**config.mk**
```make
export PLATFORM = sky130hd
export DESIGN_NAME = spc_control_io
export DESIGN_NICKNAME = d
export VERILOG_FILES = /design/src/verilog/spc_pkg.sv /design/src/verilog/spc_mem_if.sv /design/src/verilog/spc_point_mem.sv /design/src/verilog/spc_control_io.sv
export SDC_FILE = /design/constraint.sdc
export NUM_CORES = 2
export LEC_CHECK = 0
export BUFFER_PORTS_ARGS = -buffer_cell sky130_fd_sc_hd__buf_2
export CELL_PAD_IN_SITES_DETAIL_PLACEMENT = 1
export CELL_PAD_IN_SITES_GLOBAL_PLACEMENT = 2
export CORE_MARGIN = 4
export CORE_UTILIZATION = 41
export DETAILED_ROUTE_END_ITERATION = 10
export PLACE_DENSITY = 0.85
export SETUP_SLACK_MARGIN = 0.5
export SYNTH_ARGS = -nofsm -noshare
export SYNTH_HDL_FRONTEND = slang
export SYNTH_SLANG_ARGS = --single-unit
export TNS_END_PERCENT = 10
```
**constraint.sdc**
```tcl
create_clock -name hclk -period 6.6 [get_ports hclk]
set_input_delay 1.98 -clock hclk [delete_from_list [all_inputs] [get_ports hclk]]
set_output_delay 1.98 -clock hclk [all_outputs]
set_load 0.02 [all_outputs]
```
**src/verilog/spc_pkg.sv**
```systemverilog
// Constants, types and register map of the servo positioner control I/O.
// Assumes a single 25 MHz clock and an AHB-Lite register bus.
package spc_pkg;
    localparam int unsigned CLK_HZ = 25_000_000;
    localparam int unsigned STEP_US = 10;
    localparam int unsigned STEP_CYCLES = CLK_HZ / 1_000_000 * STEP_US;
    localparam int unsigned HOLD_TICK_MS = 1;
    localparam int unsigned HOLD_TICK_CYCLES = CLK_HZ / 1000 * HOLD_TICK_MS;
    localparam int unsigned POS_W = 16;
    localparam int unsigned PT_AW = 6;
    localparam int unsigned PT_DEPTH = 64;
    localparam int unsigned WIN_W = 15;
    localparam int unsigned HOLD_W = 16;
    // Register byte offsets
    localparam logic [7:0] OFF_MODE = 8'h00;
    localparam logic [7:0] OFF_WINDOW = 8'h04;
    localparam logic [7:0] OFF_HOLD = 8'h08;
    localparam logic [7:0] OFF_STATUS = 8'h0c;
    localparam logic [7:0] OFF_POSITION = 8'h10;
    localparam logic [7:0] OFF_HOME_COMP = 8'h14;
    localparam logic [7:0] OFF_TARGET = 8'h18;
    // Reset values
    localparam logic [7:0] MODE_RST = 8'h11;
    localparam logic [WIN_W-1:0] WINDOW_RST = 15'h0003;
    localparam logic [HOLD_W-1:0] HOLD_RST = 16'h0064;
    localparam logic [POS_W-1:0] POS_RST = 16'h0000;
    // Control modes
    localparam logic [7:0] MODE_POINT = 8'h11;
    localparam logic [7:0] MODE_POINT_FEED = 8'h12;
    localparam logic [7:0] MODE_DIRECT = 8'h13;
    localparam logic [7:0] MODE_DIRECT_FEED = 8'h14;
    // Packed control input bit positions
    localparam int unsigned IN_RUN = 0;
    localparam int unsigned IN_START = 1;
    localparam int unsigned IN_CLEAR = 2;
    localparam int unsigned IN_HOME = 3;
    localparam int unsigned IN_JOG_FWD = 4;
    localparam int unsigned IN_JOG_REV = 5;
    localparam int unsigned IN_CAPTURE = 6;
    localparam int unsigned IN_SEL_LSB = 7;
    localparam int unsigned IN_FWD_OK = 15;
    localparam int unsigned IN_REV_OK = 16;
    localparam int unsigned IN_PROX = 17;
    localparam int unsigned IN_DECEL = 18;
    localparam int unsigned IN_W = 19;
    localparam logic [IN_W-1:0] IN_RST = 19'h00000;
    localparam logic [1:0] HTRANS_IDLE = 2'h0;
    typedef enum logic [2:0] {
        ST_IDLE, ST_FETCH, ST_MOVE, ST_JOG, ST_HOME
    } spc_state_t;
endpackage : spc_pkg

```
**src/verilog/spc_mem_if.sv**
```systemverilog
// Port bundle between the controller and the point data memory.
// Assumes both ends sit on the same clock.
interface spc_mem_if;
    logic we;
    logic [spc_pkg::PT_AW-1:0] waddr;
    logic [spc_pkg::POS_W-1:0] wdata;
    logic [spc_pkg::PT_AW-1:0] raddr;
    logic [spc_pkg::POS_W-1:0] rdata;
    modport ctrl (output we, output waddr, output wdata, output raddr,
                  input rdata);
    modport mem (input we, input waddr, input wdata, input raddr,
                 output rdata);
endinterface : spc_mem_if

```
**src/verilog/spc_point_mem.sv**
```systemverilog
// Point data store: one position word per point, registered read.
// Assumes the controller drives the port on the same clock.
module spc_point_mem (
    // Clock and reset
    input logic hclk,
    input logic hresetn,
    // Memory port
    spc_mem_if.mem mp
);
    import spc_pkg::*;

    logic [POS_W-1:0] store [PT_DEPTH];

    // Array has no reset; contents are undefined until captured
    always_ff @(posedge hclk) begin
        if (mp.we) begin
            store[mp.waddr] <= mp.wdata;
        end
    end

    always_ff @(posedge hclk or negedge hresetn) begin
        if (!hresetn) begin
            mp.rdata <= POS_RST;
        end else begin
            mp.rdata <= store[mp.raddr];
        end
    end
endmodule : spc_point_mem

```
**src/verilog/spc_control_io.sv**
```systemverilog
// Discrete control I/O of the servo positioner with AHB-Lite registers.
// Assumes control pins are asynchronous to hclk; bus is on hclk.
module spc_control_io #(
    parameter int unsigned HOLD_TICK_CYCLES = spc_pkg::HOLD_TICK_CYCLES
) (
    // Clock and reset
    input logic hclk,
    input logic hresetn,
    // AHB-Lite slave
    input logic hsel,
    input logic [31:0] haddr,
    input logic [1:0] htrans,
    input logic hwrite,
    input logic [2:0] hsize,
    input logic [31:0] hwdata,
    input logic hready,
    output logic hreadyout,
    output logic [31:0] hrdata,
    output logic hresp,
    // Control inputs from the host
    input logic run,
    input logic start,
    input logic alarm_clear,
    input logic home_search,
    input logic jog_fwd,
    input logic jog_rev,
    input logic capture_command,
    input logic [7:0] point_select_in,
    input logic forward_limit_ok,
    input logic reverse_limit_ok,
    input logic home_proximity,
    input logic decel_stop_n,
    // Control outputs to the host
    output logic ready,
    output logic home_done,
    output logic home_stop,
    output logic capture_done,
    output logic motor_powered,
    output logic position_settled,
    output logic alarm_n,
    output logic [6:0] point_code_out,
    output logic brake_timing_out
);
    import spc_pkg::*;

    localparam int unsigned TICK_W = $clog2(HOLD_TICK_CYCLES);
    localparam int unsigned STEP_W = $clog2(STEP_CYCLES);

    spc_mem_if mem_bus ();

    spc_point_mem u_mem (
        .hclk(hclk),
        .hresetn(hresetn),
        .mp(mem_bus.mem)
    );

    // Input synchroniser
    logic [IN_W-1:0] pins_raw;
    logic [IN_W-1:0] sync_a;
    logic [IN_W-1:0] sync_b;
    logic [IN_W-1:0] prev_b;
    logic [IN_W-1:0] rise;

    assign pins_raw = {decel_stop_n, home_proximity, reverse_limit_ok,
                       forward_limit_ok, point_select_in, capture_command,
                       jog_rev, jog_fwd, home_search, alarm_clear, start,
                       run};

    always_ff @(posedge hclk or negedge hresetn) begin
        if (!hresetn) begin
            sync_a <= IN_RST;
            sync_b <= IN_RST;
            prev_b <= IN_RST;
        end else begin
            sync_a <= pins_raw;
            sync_b <= sync_a;
            prev_b <= sync_b;
        end
    end

    assign rise = sync_b & ~prev_b;

    // Decoded inputs
    wire powered = sync_b[IN_RUN];
    wire jf_s = sync_b[IN_JOG_FWD];
    wire jr_s = sync_b[IN_JOG_REV];
    wire fwd_ok = sync_b[IN_FWD_OK];
    wire rev_ok = sync_b[IN_REV_OK];
    wire prox_s = sync_b[IN_PROX];
    wire run_allowed = sync_b[IN_DECEL];
    wire [7:0] sel = sync_b[IN_SEL_LSB +: 8];

    // Registers
    logic [7:0] mode;
    logic [WIN_W-1:0] window;
    logic [HOLD_W-1:0] hold_time;
    logic [POS_W-1:0] home_comp;
    logic [POS_W-1:0] pos;
    logic [POS_W-1:0] next_pos;
    logic [POS_W-1:0] target;
    logic [POS_W-1:0] next_target;
    spc_state_t state;
    spc_state_t next_state;
    logic alarm;
    logic home_standby;
    logic [6:0] cmd_hi;
    logic [6:0] cmd_lo;
    logic [6:0] pcode;
    logic [HOLD_W-1:0] hold_cnt;

    wire is_point = (mode == MODE_POINT) || (mode == MODE_POINT_FEED);
    wire is_direct = (mode == MODE_DIRECT) || (mode == MODE_DIRECT_FEED);

    // BCD decode of the select inputs
    wire [6:0] point_value = 7'(sel[6:4]) * 7'h0a + 7'(sel[3:0]);
    wire point_ok = (sel[3:0] <= 4'h9) && (point_value >= 7'h01)
                    && (point_value <= 7'h40);
    wire [PT_AW-1:0] point_idx = PT_AW'(point_value - 7'h01);
    wire [6:0] block_value = 7'(sel[7:4]) * 7'h0a + 7'(sel[3:0]);
    wire block_ok = (sel[7:4] <= 4'h9) && (sel[3:0] <= 4'h9);
    wire [POS_W-1:0] direct_target =
        POS_W'(14'(cmd_hi) * 14'h0064 + 14'(cmd_lo));

    // Step rate divider
    logic [STEP_W-1:0] step_cnt;
    wire step_en = (step_cnt == STEP_W'(STEP_CYCLES - 1));

    // Hold time tick divider
    logic [TICK_W-1:0] tick_cnt;
    wire tick_en = (tick_cnt == TICK_W'(HOLD_TICK_CYCLES - 1));

    always_ff @(posedge hclk or negedge hresetn) begin
        if (!hresetn) begin
            step_cnt <= '0;
            tick_cnt <= '0;
        end else begin
            step_cnt <= step_en ? '0 : step_cnt + 1'b1;
            tick_cnt <= tick_en ? '0 : tick_cnt + 1'b1;
        end
    end

    // Deviation and motion direction
    wire signed [POS_W:0] dev = $signed({target[POS_W-1], target})
                                - $signed({pos[POS_W-1], pos});
    wire [POS_W:0] abs_dev = dev[POS_W] ? -dev : dev;
    wire settled_now = abs_dev < (POS_W+1)'(window);
    wire at_target = (dev == '0);
    wire want_fwd = ((state == ST_MOVE) && !dev[POS_W] && !at_target)
                    || ((state == ST_JOG) && jf_s);
    wire want_rev = ((state == ST_MOVE) && dev[POS_W])
                    || ((state == ST_JOG) && jr_s && !jf_s)
                    || (state == ST_HOME);
    wire limit_hit = (want_fwd && !fwd_ok) || (want_rev && !rev_ok);
    wire alarm_set = powered && step_en && limit_hit;
    wire motion_ok = powered && !alarm && run_allowed;
    wire ready_now = motion_ok && (state == ST_IDLE);
    wire start_go = ready_now && rise[IN_START];
    wire home_go = ready_now && rise[IN_HOME];
    wire home_active = (state == ST_HOME) || home_standby;
    wire cap_go = rise[IN_CAPTURE] && (ready_now || home_standby);
    wire home_found = motion_ok && (state == ST_HOME) && prox_s;
    wire [POS_W-1:0] step_pos = want_fwd ? pos + 1'b1 : pos - 1'b1;

    // Positioning sequencer
    always_comb begin
        next_state = state;
        next_pos = pos;
        next_target = target;
        if (!motion_ok) begin
            next_state = ST_IDLE;
            next_target = pos;
        end else begin
            case (state)
                ST_IDLE: begin
                    if (home_go) begin
                        next_state = ST_HOME;
                    end else if (start_go && is_point && point_ok) begin
                        next_state = ST_FETCH;
                    end else if (start_go && is_direct) begin
                        next_target = direct_target;
                        next_state = ST_MOVE;
                    end else if (jf_s || jr_s) begin
                        next_state = ST_JOG;
                    end
                end
                ST_FETCH: begin
                    next_target = mem_bus.rdata;
                    next_state = ST_MOVE;
                end
                ST_MOVE: begin
                    if (at_target) begin
                        next_state = ST_IDLE;
                    end else if (step_en && !limit_hit) begin
                        next_pos = step_pos;
                    end
                end
                ST_JOG: begin
                    if (!jf_s && !jr_s) begin
                        next_state = ST_IDLE;
                    end else if (step_en && !limit_hit) begin
                        next_pos = step_pos;
                    end
                    next_target = next_pos;
                end
                ST_HOME: begin
                    if (prox_s) begin
                        next_pos = home_comp;
                        next_state = ST_IDLE;
                    end else if (step_en && !limit_hit) begin
                        next_pos = step_pos;
                    end
                    next_target = next_pos;
                end
                default: begin
                    next_state = ST_IDLE;
                end
            endcase
        end
    end

    always_ff @(posedge hclk or negedge hresetn) begin
        if (!hresetn) begin
            state <= ST_IDLE;
            pos <= POS_RST;
            target <= POS_RST;
        end else begin
            state <= next_state;
            pos <= next_pos;
            target <= next_target;
        end
    end

    // Alarm: a new limit event wins over a clear in the same cycle
    always_ff @(posedge hclk or negedge hresetn) begin
        if (!hresetn) begin
            alarm <= 1'b0;
        end else if (alarm_set) begin
            alarm <= 1'b1;
        end else if (sync_b[IN_CLEAR]) begin
            alarm <= 1'b0;
        end
    end

    // Home search bookkeeping
    always_ff @(posedge hclk or negedge hresetn) begin
        if (!hresetn) begin
            home_standby <= 1'b0;
            home_done <= 1'b0;
        end else begin
            if (rise[IN_HOME] && !powered) begin
                home_standby <= 1'b1;
            end else if (!sync_b[IN_HOME] || powered) begin
                home_standby <= 1'b0;
            end
            if (home_found) begin
                home_done <= 1'b1;
            end else if (home_go) begin
                home_done <= 1'b0;
            end
        end
    end

    // Capture command
    assign mem_bus.we = cap_go && !home_active && is_point && point_ok;
    assign mem_bus.waddr = point_idx;
    assign mem_bus.wdata = pos;
    assign mem_bus.raddr = point_idx;
    wire cap_home = cap_go && home_active;
    wire cap_block = cap_go && !home_active && is_direct && block_ok;
    wire cap_stored = cap_home || mem_bus.we || cap_block;

    always_ff @(posedge hclk or negedge hresetn) begin
        if (!hresetn) begin
            home_comp <= POS_RST;
            cmd_hi <= '0;
            cmd_lo <= '0;
            capture_done <= 1'b0;
        end else begin
            if (cap_home) begin
                home_comp <= pos;
            end
            if (cap_block) begin
                cmd_hi <= cmd_lo;
                cmd_lo <= block_value;
            end
            if (cap_stored) begin
                capture_done <= 1'b1;
            end else if (!sync_b[IN_CAPTURE]) begin
                capture_done <= 1'b0;
            end
        end
    end

    // Point code output with hold timer; zero hold keeps it on
    wire pcode_load = start_go && is_point && point_ok;
    wire pcode_expire = tick_en && (hold_cnt == 16'h0001);

    always_ff @(posedge hclk or negedge hresetn) begin
        if (!hresetn) begin
            pcode <= '0;
            hold_cnt <= '0;
        end else if (pcode_load) begin
            pcode <= sel[6:0];
            hold_cnt <= hold_time;
        end else if (pcode_expire) begin
            pcode <= '0;
            hold_cnt <= '0;
        end else if (tick_en && (hold_cnt > 16'h0001)) begin
            hold_cnt <= hold_cnt - 1'b1;
        end
    end

    // Registered control outputs
    always_ff @(posedge hclk or negedge hresetn) begin
        if (!hresetn) begin
            ready <= 1'b0;
            home_stop <= 1'b0;
            motor_powered <= 1'b0;
            position_settled <= 1'b0;
            alarm_n <= 1'b1;
            point_code_out <= '0;
            brake_timing_out <= 1'b0;
        end else begin
            ready <= ready_now;
            home_stop <= home_done && prox_s && (state == ST_IDLE);
            motor_powered <= powered;
            position_settled <= settled_now;
            alarm_n <= !alarm;
            point_code_out <= is_point ? pcode : 7'h00;
            brake_timing_out <= powered;
        end
    end

    // AHB-Lite slave, zero wait states
    wire ahb_go = hsel && hready && (htrans != HTRANS_IDLE);
    logic wr_pend;
    logic [7:0] wr_addr;
    logic [31:0] rd_mux;

    assign rd_mux =
        (haddr[7:0] == OFF_MODE) ? {24'h0, mode} :
        (haddr[7:0] == OFF_WINDOW) ? {17'h0, window} :
        (haddr[7:0] == OFF_HOLD) ? {16'h0, hold_time} :
        (haddr[7:0] == OFF_STATUS) ? {24'h0, 3'(state), home_standby,
                                      alarm, home_done, capture_done,
                                      powered} :
        (haddr[7:0] == OFF_POSITION) ? {16'h0, pos} :
        (haddr[7:0] == OFF_HOME_COMP) ? {16'h0, home_comp} :
        (haddr[7:0] == OFF_TARGET) ? {16'h0, target} :
        32'h0;

    always_ff @(posedge hclk or negedge hresetn) begin
        if (!hresetn) begin
            wr_pend <= 1'b0;
            wr_addr <= '0;
            hrdata <= '0;
            hreadyout <= 1'b1;
            hresp <= 1'b0;
        end else begin
            wr_pend <= ahb_go && hwrite;
            wr_addr <= haddr[7:0];
            hrdata <= (ahb_go && !hwrite) ? rd_mux : 32'h0;
            hreadyout <= 1'b1;
            hresp <= 1'b0;
        end
    end

    always_ff @(posedge hclk or negedge hresetn) begin
        if (!hresetn) begin
            mode <= MODE_RST;
            window <= WINDOW_RST;
            hold_time <= HOLD_RST;
        end else if (wr_pend) begin
            if (wr_addr == OFF_MODE) begin
                mode <= hwdata[7:0];
            end
            if (wr_addr == OFF_WINDOW) begin
                window <= hwdata[WIN_W-1:0];
            end
            if (wr_addr == OFF_HOLD) begin
                hold_time <= hwdata[HOLD_W-1:0];
            end
        end
    end
endmodule : spc_control_io

```
== Yosys cells after proc, flatten, opt, wreduce, memory -nomap -nowiden ==
Memories as Yosys holds them, arrays and structs flattened. A register that Yosys moved wholly into a read port is not among the register bits.
Index checks and enable logic that the tools add are counted.
Widths: inputs -> output; s select.

* Bits in writable memories: 1024
* Word-level logic and storage cells: 211
* Register bits after elaboration: 236
* Memories kept: 1
* Output and inout port bits: 49
* Input bits: 93

* $lt $le $gt $ge: 6
* Mux-type cells: 47
* Reductions and logical operators: 83
* Add/subtract/negate cells: 11
* Multiply operators: 3
* Equality and inequality tests: 29
* Bitwise operators: 2

{| class="wikitable"
|+ Memory list
! name !! words !! bits a word !! read ports !! clocked after memory_dff !! write ports !! line !! RTL
|-
| u_mem.store || 64 || 16 || 1 || 1 || 1 || spc_point_mem.sv:12 || <nowiki>logic [POS_W-1:0] store [PT_DEPTH];</nowiki>
|}

{| class="wikitable"
|+ Operator list
! kind !! number
|-
| $mux 16 || 20
|-
| $pmux 16 s4 || 1
|-
| $eq 8x5->1 const B || 7
|-
| $pmux 16 s3 || 1
|-
| $logic_and 1x1->1 || 41
|-
| $sub 16x1->16 const B || 2
|-
| $eq 8x4->1 const B || 3
|-
| $mux 3 || 8
|-
| $mux 7 || 3
|-
| $logic_not 17->1 || 1
|-
| $lt 17x15->1 || 1
|-
| $mux 17 || 1
|-
| $neg 17->17 || 1
|-
| $sub 16x16->17 || 1
|-
| $add 16x1->16 const B || 1
|-
| $eq 16x1->1 const B || 1
|-
| $eq 8x3->1 const B || 2
|-
| $gt 16x1->1 const B || 1
|-
| $logic_not 8->1 || 2
|-
| $add 14x7->15 || 1
|-
| $add 15x1->15 const B || 1
|-
| $eq 15x15->1 const B || 1
|-
| $mux 15 || 1
|-
| $ne 3x3->1 const B || 5
|-
| other kinds (31) || 74
|}

== Logic depth before layout (Yosys ltp) ==
* Word-level depth: 13
* Mapped depth: 25
* Mapped depth without buffers: 24

== Cells and area by module ==
A second synthesis with hierarchy kept.

* Cells, all modules: 3340
* Area, all modules: 54287.1 sq um

{| class="wikitable"
|+ By module, submodules not included
! module !! sequential area each (sq um) !! area an instance (sq um) !! instances !! cells each
|-
| spc_point_mem || 31149.9 || 40106.0 || 1 || 1830
|-
| spc_control_io || 5815.6 || 14181.1 || 1 || 1510
|}

== Least setup slack after synthesis ==
No wires, ideal clock.

* Path kind: reg-to-reg
* From: reg pos[3] (netlist: mem_bus.wdata[3])
* To: reg pos[14] (netlist: mem_bus.wdata[14])
* Stages on the path, launching flop included: 26
* Data required time: 6471 ps
* Setup time: 129 ps
* Arrival: 6796 ps
* Clock period less this slack: 6925 ps
* Buffers on the path: 2
* Slack: -325 ps
* Path through: dfrtp_1 clkbuf_1 inv_1 ha_1 nor2_1 a211oi_2 nor4_1 o21ba_2 o2111ai_2 or4b_4 nor4_1 clkbuf_1 nor2_1 xnor2_1 ha_1 nor2_1 nand2_1 or4_1 or3_1 or3_1 nor3_1 o21ai_0 a21oi_1 mux2i_1 a21oi_1 a2111o_1

* Word-level cells in the longest chain between the ends: 12
* Elaborated cells on any way between the ends: 25
* Those cells by class: add/sub: 3; eq/ne: 1; mux: 6; reduce/logical: 15

{| class="wikitable"
|+ Ends and longest elaborated chain
! what !! line !! RTL
|-
| start: declaration || spc_control_io.sv:98 || <nowiki>logic [POS_W-1:0] pos;</nowiki>
|-
| start signal: assignment || spc_control_io.sv:228 || <nowiki>pos <= next_pos;</nowiki>
|-
| $sub 16x16->17 || spc_control_io.sv:144 || <nowiki>- $signed({pos[POS_W-1], pos});</nowiki>
|-
| $logic_not 17->1 or $logic_not 1->1 (tied branches) || spc_control_io.sv:147, spc_control_io.sv:148 ||
|-
| $logic_not 1->1 or $logic_and 1x1->1 (tied branches) || spc_control_io.sv:148 || <nowiki>wire want_fwd = ((state == ST_MOVE) && !dev[POS_W] && !at_target)</nowiki>
|-
| $logic_and 1x1->1 || spc_control_io.sv:148 ||
|-
| $logic_or 1x1->1 || spc_control_io.sv:149 || <nowiki>|| ((state == ST_JOG) && jf_s);</nowiki>
|-
| $logic_and 1x1->1 || spc_control_io.sv:153 || <nowiki>wire limit_hit = (want_fwd && !fwd_ok) || (want_rev && !rev_ok);</nowiki>
|-
| $logic_or 1x1->1 || spc_control_io.sv:153 ||
|-
| $logic_not 1->1 || spc_control_io.sv:193, spc_control_io.sv:200, spc_control_io.sv:209 ||
|-
| $logic_and 1x1->1 || spc_control_io.sv:193, spc_control_io.sv:200, spc_control_io.sv:209 ||
|-
| $mux 16 || spc_control_io.sv:200, spc_control_io.sv:209 ||
|-
| $mux 16, on equally long branches || spc_control_io.sv:206, spc_control_io.sv:191, spc_control_io.sv:198 ||
|-
| $pmux 16 s3 || spc_control_io.sv:173 || <nowiki>case (state)</nowiki>
|}

Several ways; a longest one is shown, not always the timed one. The select of a mux whose other input is x is not followed.
A chain may end at the register's enable or synchronous reset.

== Worst setup path after layout ==
* From: reg pos[2] (netlist: mem_bus.wdata[2])
* To: reg pos[12] (netlist: mem_bus.wdata[12])

Same word-level chain as after synthesis.

==> run_results.csv <==
group,metric,value,unit
floorplanning,core_area,0.1238,mm²
placement,dp_hpwl,98.62,mm
floorplanning,die_w,361.0,µm
synthesis,syn_area,0.05109,mm²
global_route,antenna_found_initial,5,
global_route,grt_max_degree,119,
critical_path,r2r_cells,23,
synthesis,seq_area_frac_synth,0.7236,
floorplanning,floorplan.initialDensity,0.4127,
synthesis,ys_types,84,
layout,drive_above_1_share,0.1604,
routing,drcViolationCount,0,
placement,place.port_buffers,80,
routing,dr.pass1.iters,7,
critical_path,required,7.21,ns
floorplanning,die_h,361.0,µm
synthesis,synth_edf_count,1024,
sta,setup_viol,0,
critical_path,worstPathCellList,"inv_1, ha_1, nor2_4, a211oi_4, or3_1, a22oi_2, o2111ai_2, or4b_4, nor4_4, nor2_4, xnor2_1, ha_2, nor2_4, nand2_2, or4_4, or3_4, or3_4, or3_1, a21oi_2, o21ai_2, o221ai_2, a21boi_2, a211o_1",
min_path,holdPathStages,0,
synthesis,synthMuxAreaShare,0.01396,
floorplanning,die_area,0.1303,mm²
global_route,grt_overflow_total,0,
placement,dp_cells,5120,
layout,final_area,0.05887,mm²
critical_path,critPathKind,"register to register",
sta,hold_slack,0.3394,ns
cts,cts_sinks,1272,
layout,fin_cells,5368,
sta,clock-skew-final,0.06168,ns
synthesis,syn_avg_cell_area,14.93,µm²
sta,min_period,6.178,ns
sta,drv_slew,0,
sta,hold_viol_final,0,
layout,largest_register,"u_mem.store",
layout,nets,3806,
power_and_ir_drop,powerDensity,313.6,mW/mm²
synthesis,synth_xor_area_frac,0.01646,
routing,avgViaCountPerCell,6.258,
global_route,grt_pass1_wl,236.9,mm
power_and_ir_drop,p_leak,18.41,nW
sta,setup_slack,0.4215,ns
power_and_ir_drop,power,18.46,mW
critical_path,crit_arrival,6.79,ns
synthesis,synth_fa_ha_area_frac,0.02170,
cts,cts_buffer_depth,3,
critical_path,end_kind,"register",
layout,utilization,0.4755,
sta,finalSetupTns,0,ns
sta,rsz0062_at_grt,"true",
synthesis,synth_compound_area_frac,0.1464,
synthesis,synth_top_family_by_area,"compound AO/OA/AOI/OAI gates",
layout,largest_reg_flops,1024,
placement,placed_cell_area,0.05441,mm²
critical_path,worstSetupStartpointType,"register",
routing,vias,33590,
cts,cts-root-buf,"clkbuf_16",
sta,post-route-period-util,0.9361,
critical_path,max_stage_delay,0.58,ns
synthesis,async_flop_share,0.1950,
placement,gp_congestion,0.8652,
sta,max_freq,161.9,MHz
cts,hold_buffers,0,
layout,reg_top3,"u_mem.store x1024, sync_a x19, sync_b x19",
cts,clk-insertion-delay-late,0.79,ns
global_route,first_global_vias,34680,
routing,drt_iter0_drc,3858,
synthesis,ys_seq_elements,1272,
synthesis,yosysWarnings,0,
routing,wl,161.8,mm
synthesis,synth_ff_type,"edfxtp_1",
sta,worstMarginPinSlew,1.304,ns
routing,wl_per_cell,30.13,µm
min_path,hold_class,"register to register",
cts,cts_tree,"yes",
synthesis,syn_inst,3421,
sta,slew_headroom,0.1263,
cts,htree_levels,4,
critical_path,cpMostUsedCell,"nor2_4",
synthesis,synthSimpleGateAreaFrac,0.05625,
run_status,run_status,"finished, final reports clean",
run,maxCapViolCount,0,
routing,postRouteAntennaNets,0,
floorplanning,io_pins,142,
floorplanning,num_rows,129,
cts,cts_buffers,132,
critical_path,crit_slowest_cell,"or4b_4",
layout,area_growth,15.22,%
critical_path,cp_max_fo,6,
cts,clk_pin_slew,0.06,ns
power_and_ir_drop,peakVddDrop,340.3,µV
global_route,grt_usage,0.2440,
placement,place_ws,0.2118,ns
## worst max-delay path, delay by kind of cell, from the launching register on
kind	cells	cell delay, ns
compound gates	8	1.35
xor+xnor	1	0.14
fa+ha+maj	2	0.59
buf+inv	1	0.17
flops	1	0.47
simple gates	11	3.28
## report_power, final
group	switching, mW	internal [mW]	leakage, nW
Sequential	0.0472	8.63	10.4
Clock	3.25	4.11	2.07
Combinational	1.60	0.829	5.98
## cells in the final DEF (no fill, tap or decap), types with 12 or more instances in the layout
master and instances:
edfxtp_1 1024, buf_2 79, nor3_1 27, nand4_1 39, a21oi_1 102, clkinv_2 18
o21ai_0 104, ha_1 74, nor4_1 30, a31oi_1 113, buf_4 174, a222oi_1 12
dfrtp_1 224, a22oi_1 336, nand2_1 162, nor2_1 158, and2_1 15, clkinv_1 29
clkbuf_16 133, nand3_1 50, xnor2_1 54, conb_1 18, a22o_1 112, a211oi_1 16
xor2_1 41, mux2_2 58, or3_1 14, and3_1 15, inv_1 63, a21o_1 16
clkbuf_1 23, nand2b_1 17, a221oi_1 109
## area by class of cell
class	count	area (µm²)
Timing Repair Buffer	264	1904
Clock buffer	163	3511
Multi-Input combinational cell	1894	13400
Inverter	64	240.2
Antenna cell	2	5.005
Clock inverter	72	744.5
Tap cell	1637	2048
Sequential cell	1272	37010
Fill cell	12050	64930
## cells in the mapped netlist (8+ instances only)
cell | instances | area (µm²)
a21oi_1 | 105 | 525.5
buf_4 | 19 | 142.6
nand2b_1 | 18 | 112.6
nor4_1 | 33 | 206.5
a211oi_1 | 16 | 120.1
xor2_1 | 41 | 359.1
a22oi_1 | 336 | 2522
or3_1 | 16 | 100.1
ha_1 | 79 | 988.5
nand4_1 | 39 | 244.0
nand2_1 | 163 | 611.8
dfstp_2 | 8 | 210.2
dfrtp_1 | 240 | 6006
nor2_1 | 171 | 641.9
and2_1 | 15 | 93.84
a31oi_1 | 113 | 706.9
a221oi_1 | 109 | 954.7
a21o_1 | 16 | 120.1
o21ai_0 | 108 | 540.5
o211ai_1 | 11 | 82.58
nor2b_1 | 9 | 56.30
xnor2_1 | 55 | 481.7
edfxtp_1 | 1024 | 30750
o21a_1 | 11 | 82.58
a22o_1 | 112 | 980.9
nand3_1 | 51 | 255.2
mux2_2 | 58 | 653.1
a222oi_1 | 12 | 120.1
clkbuf_1 | 168 | 630.6
a211o_1 | 9 | 78.83
or4_1 | 10 | 75.07
and3_1 | 15 | 93.84
inv_1 | 64 | 240.2
nor3_1 | 33 | 165.2
o21ai_1 | 8 | 40.04
buf_1 | 16 | 60.06
## logic make-up after synthesis
logic type / count (synthesis)
adder cells (fa/ha/maj): 85
AO/OA/AOI/OAI: 1031
XOR/XNOR: 96
flip-flops: 1272
buffers and inverters: 271
multiplexers: 64
other: 2
AND/OR/NAND/NOR: 600
## metal layers
metal | up-vias | wire length, µm | global-route usage
li1 | 14060 | - | -
met1 | 17350 | 62520 | 0.3175
met2 | 1798 | 76930 | 0.3949
met3 | 391 | 14090 | 0.05021
met4 | 0 | 8212 | 0.1148
met5 | - | 0 | 0
## final timing paths
kind | startpoint | endpoint | slack, ns
max in group asynchronous | hresetn | sync_a[16] | 4.08
hold / removal | sync_a[16] | sync_b[16] | 0.34
setup / recovery | mem_bus.wdata[2] | mem_bus.wdata[12] | 0.42
hold reg to reg | sync_a[16] | sync_b[16] | 0.34
setup reg to reg | mem_bus.wdata[2] | mem_bus.wdata[12] | 0.42
min in group asynchronous | hresetn | point_code_out[3] | 1.31
## what timing repair did
action / in CTS / in global routing
endpoints found under the hold margin: 0 / 0
pin swaps: 7 / 14
setup endpoints to repair: 6 / 6
gates cloned: 0 / 0
setup buffers: 7 / 3
resized for setup: 5 / 19
No activity file was read; power rests on OpenSTA's default activity.
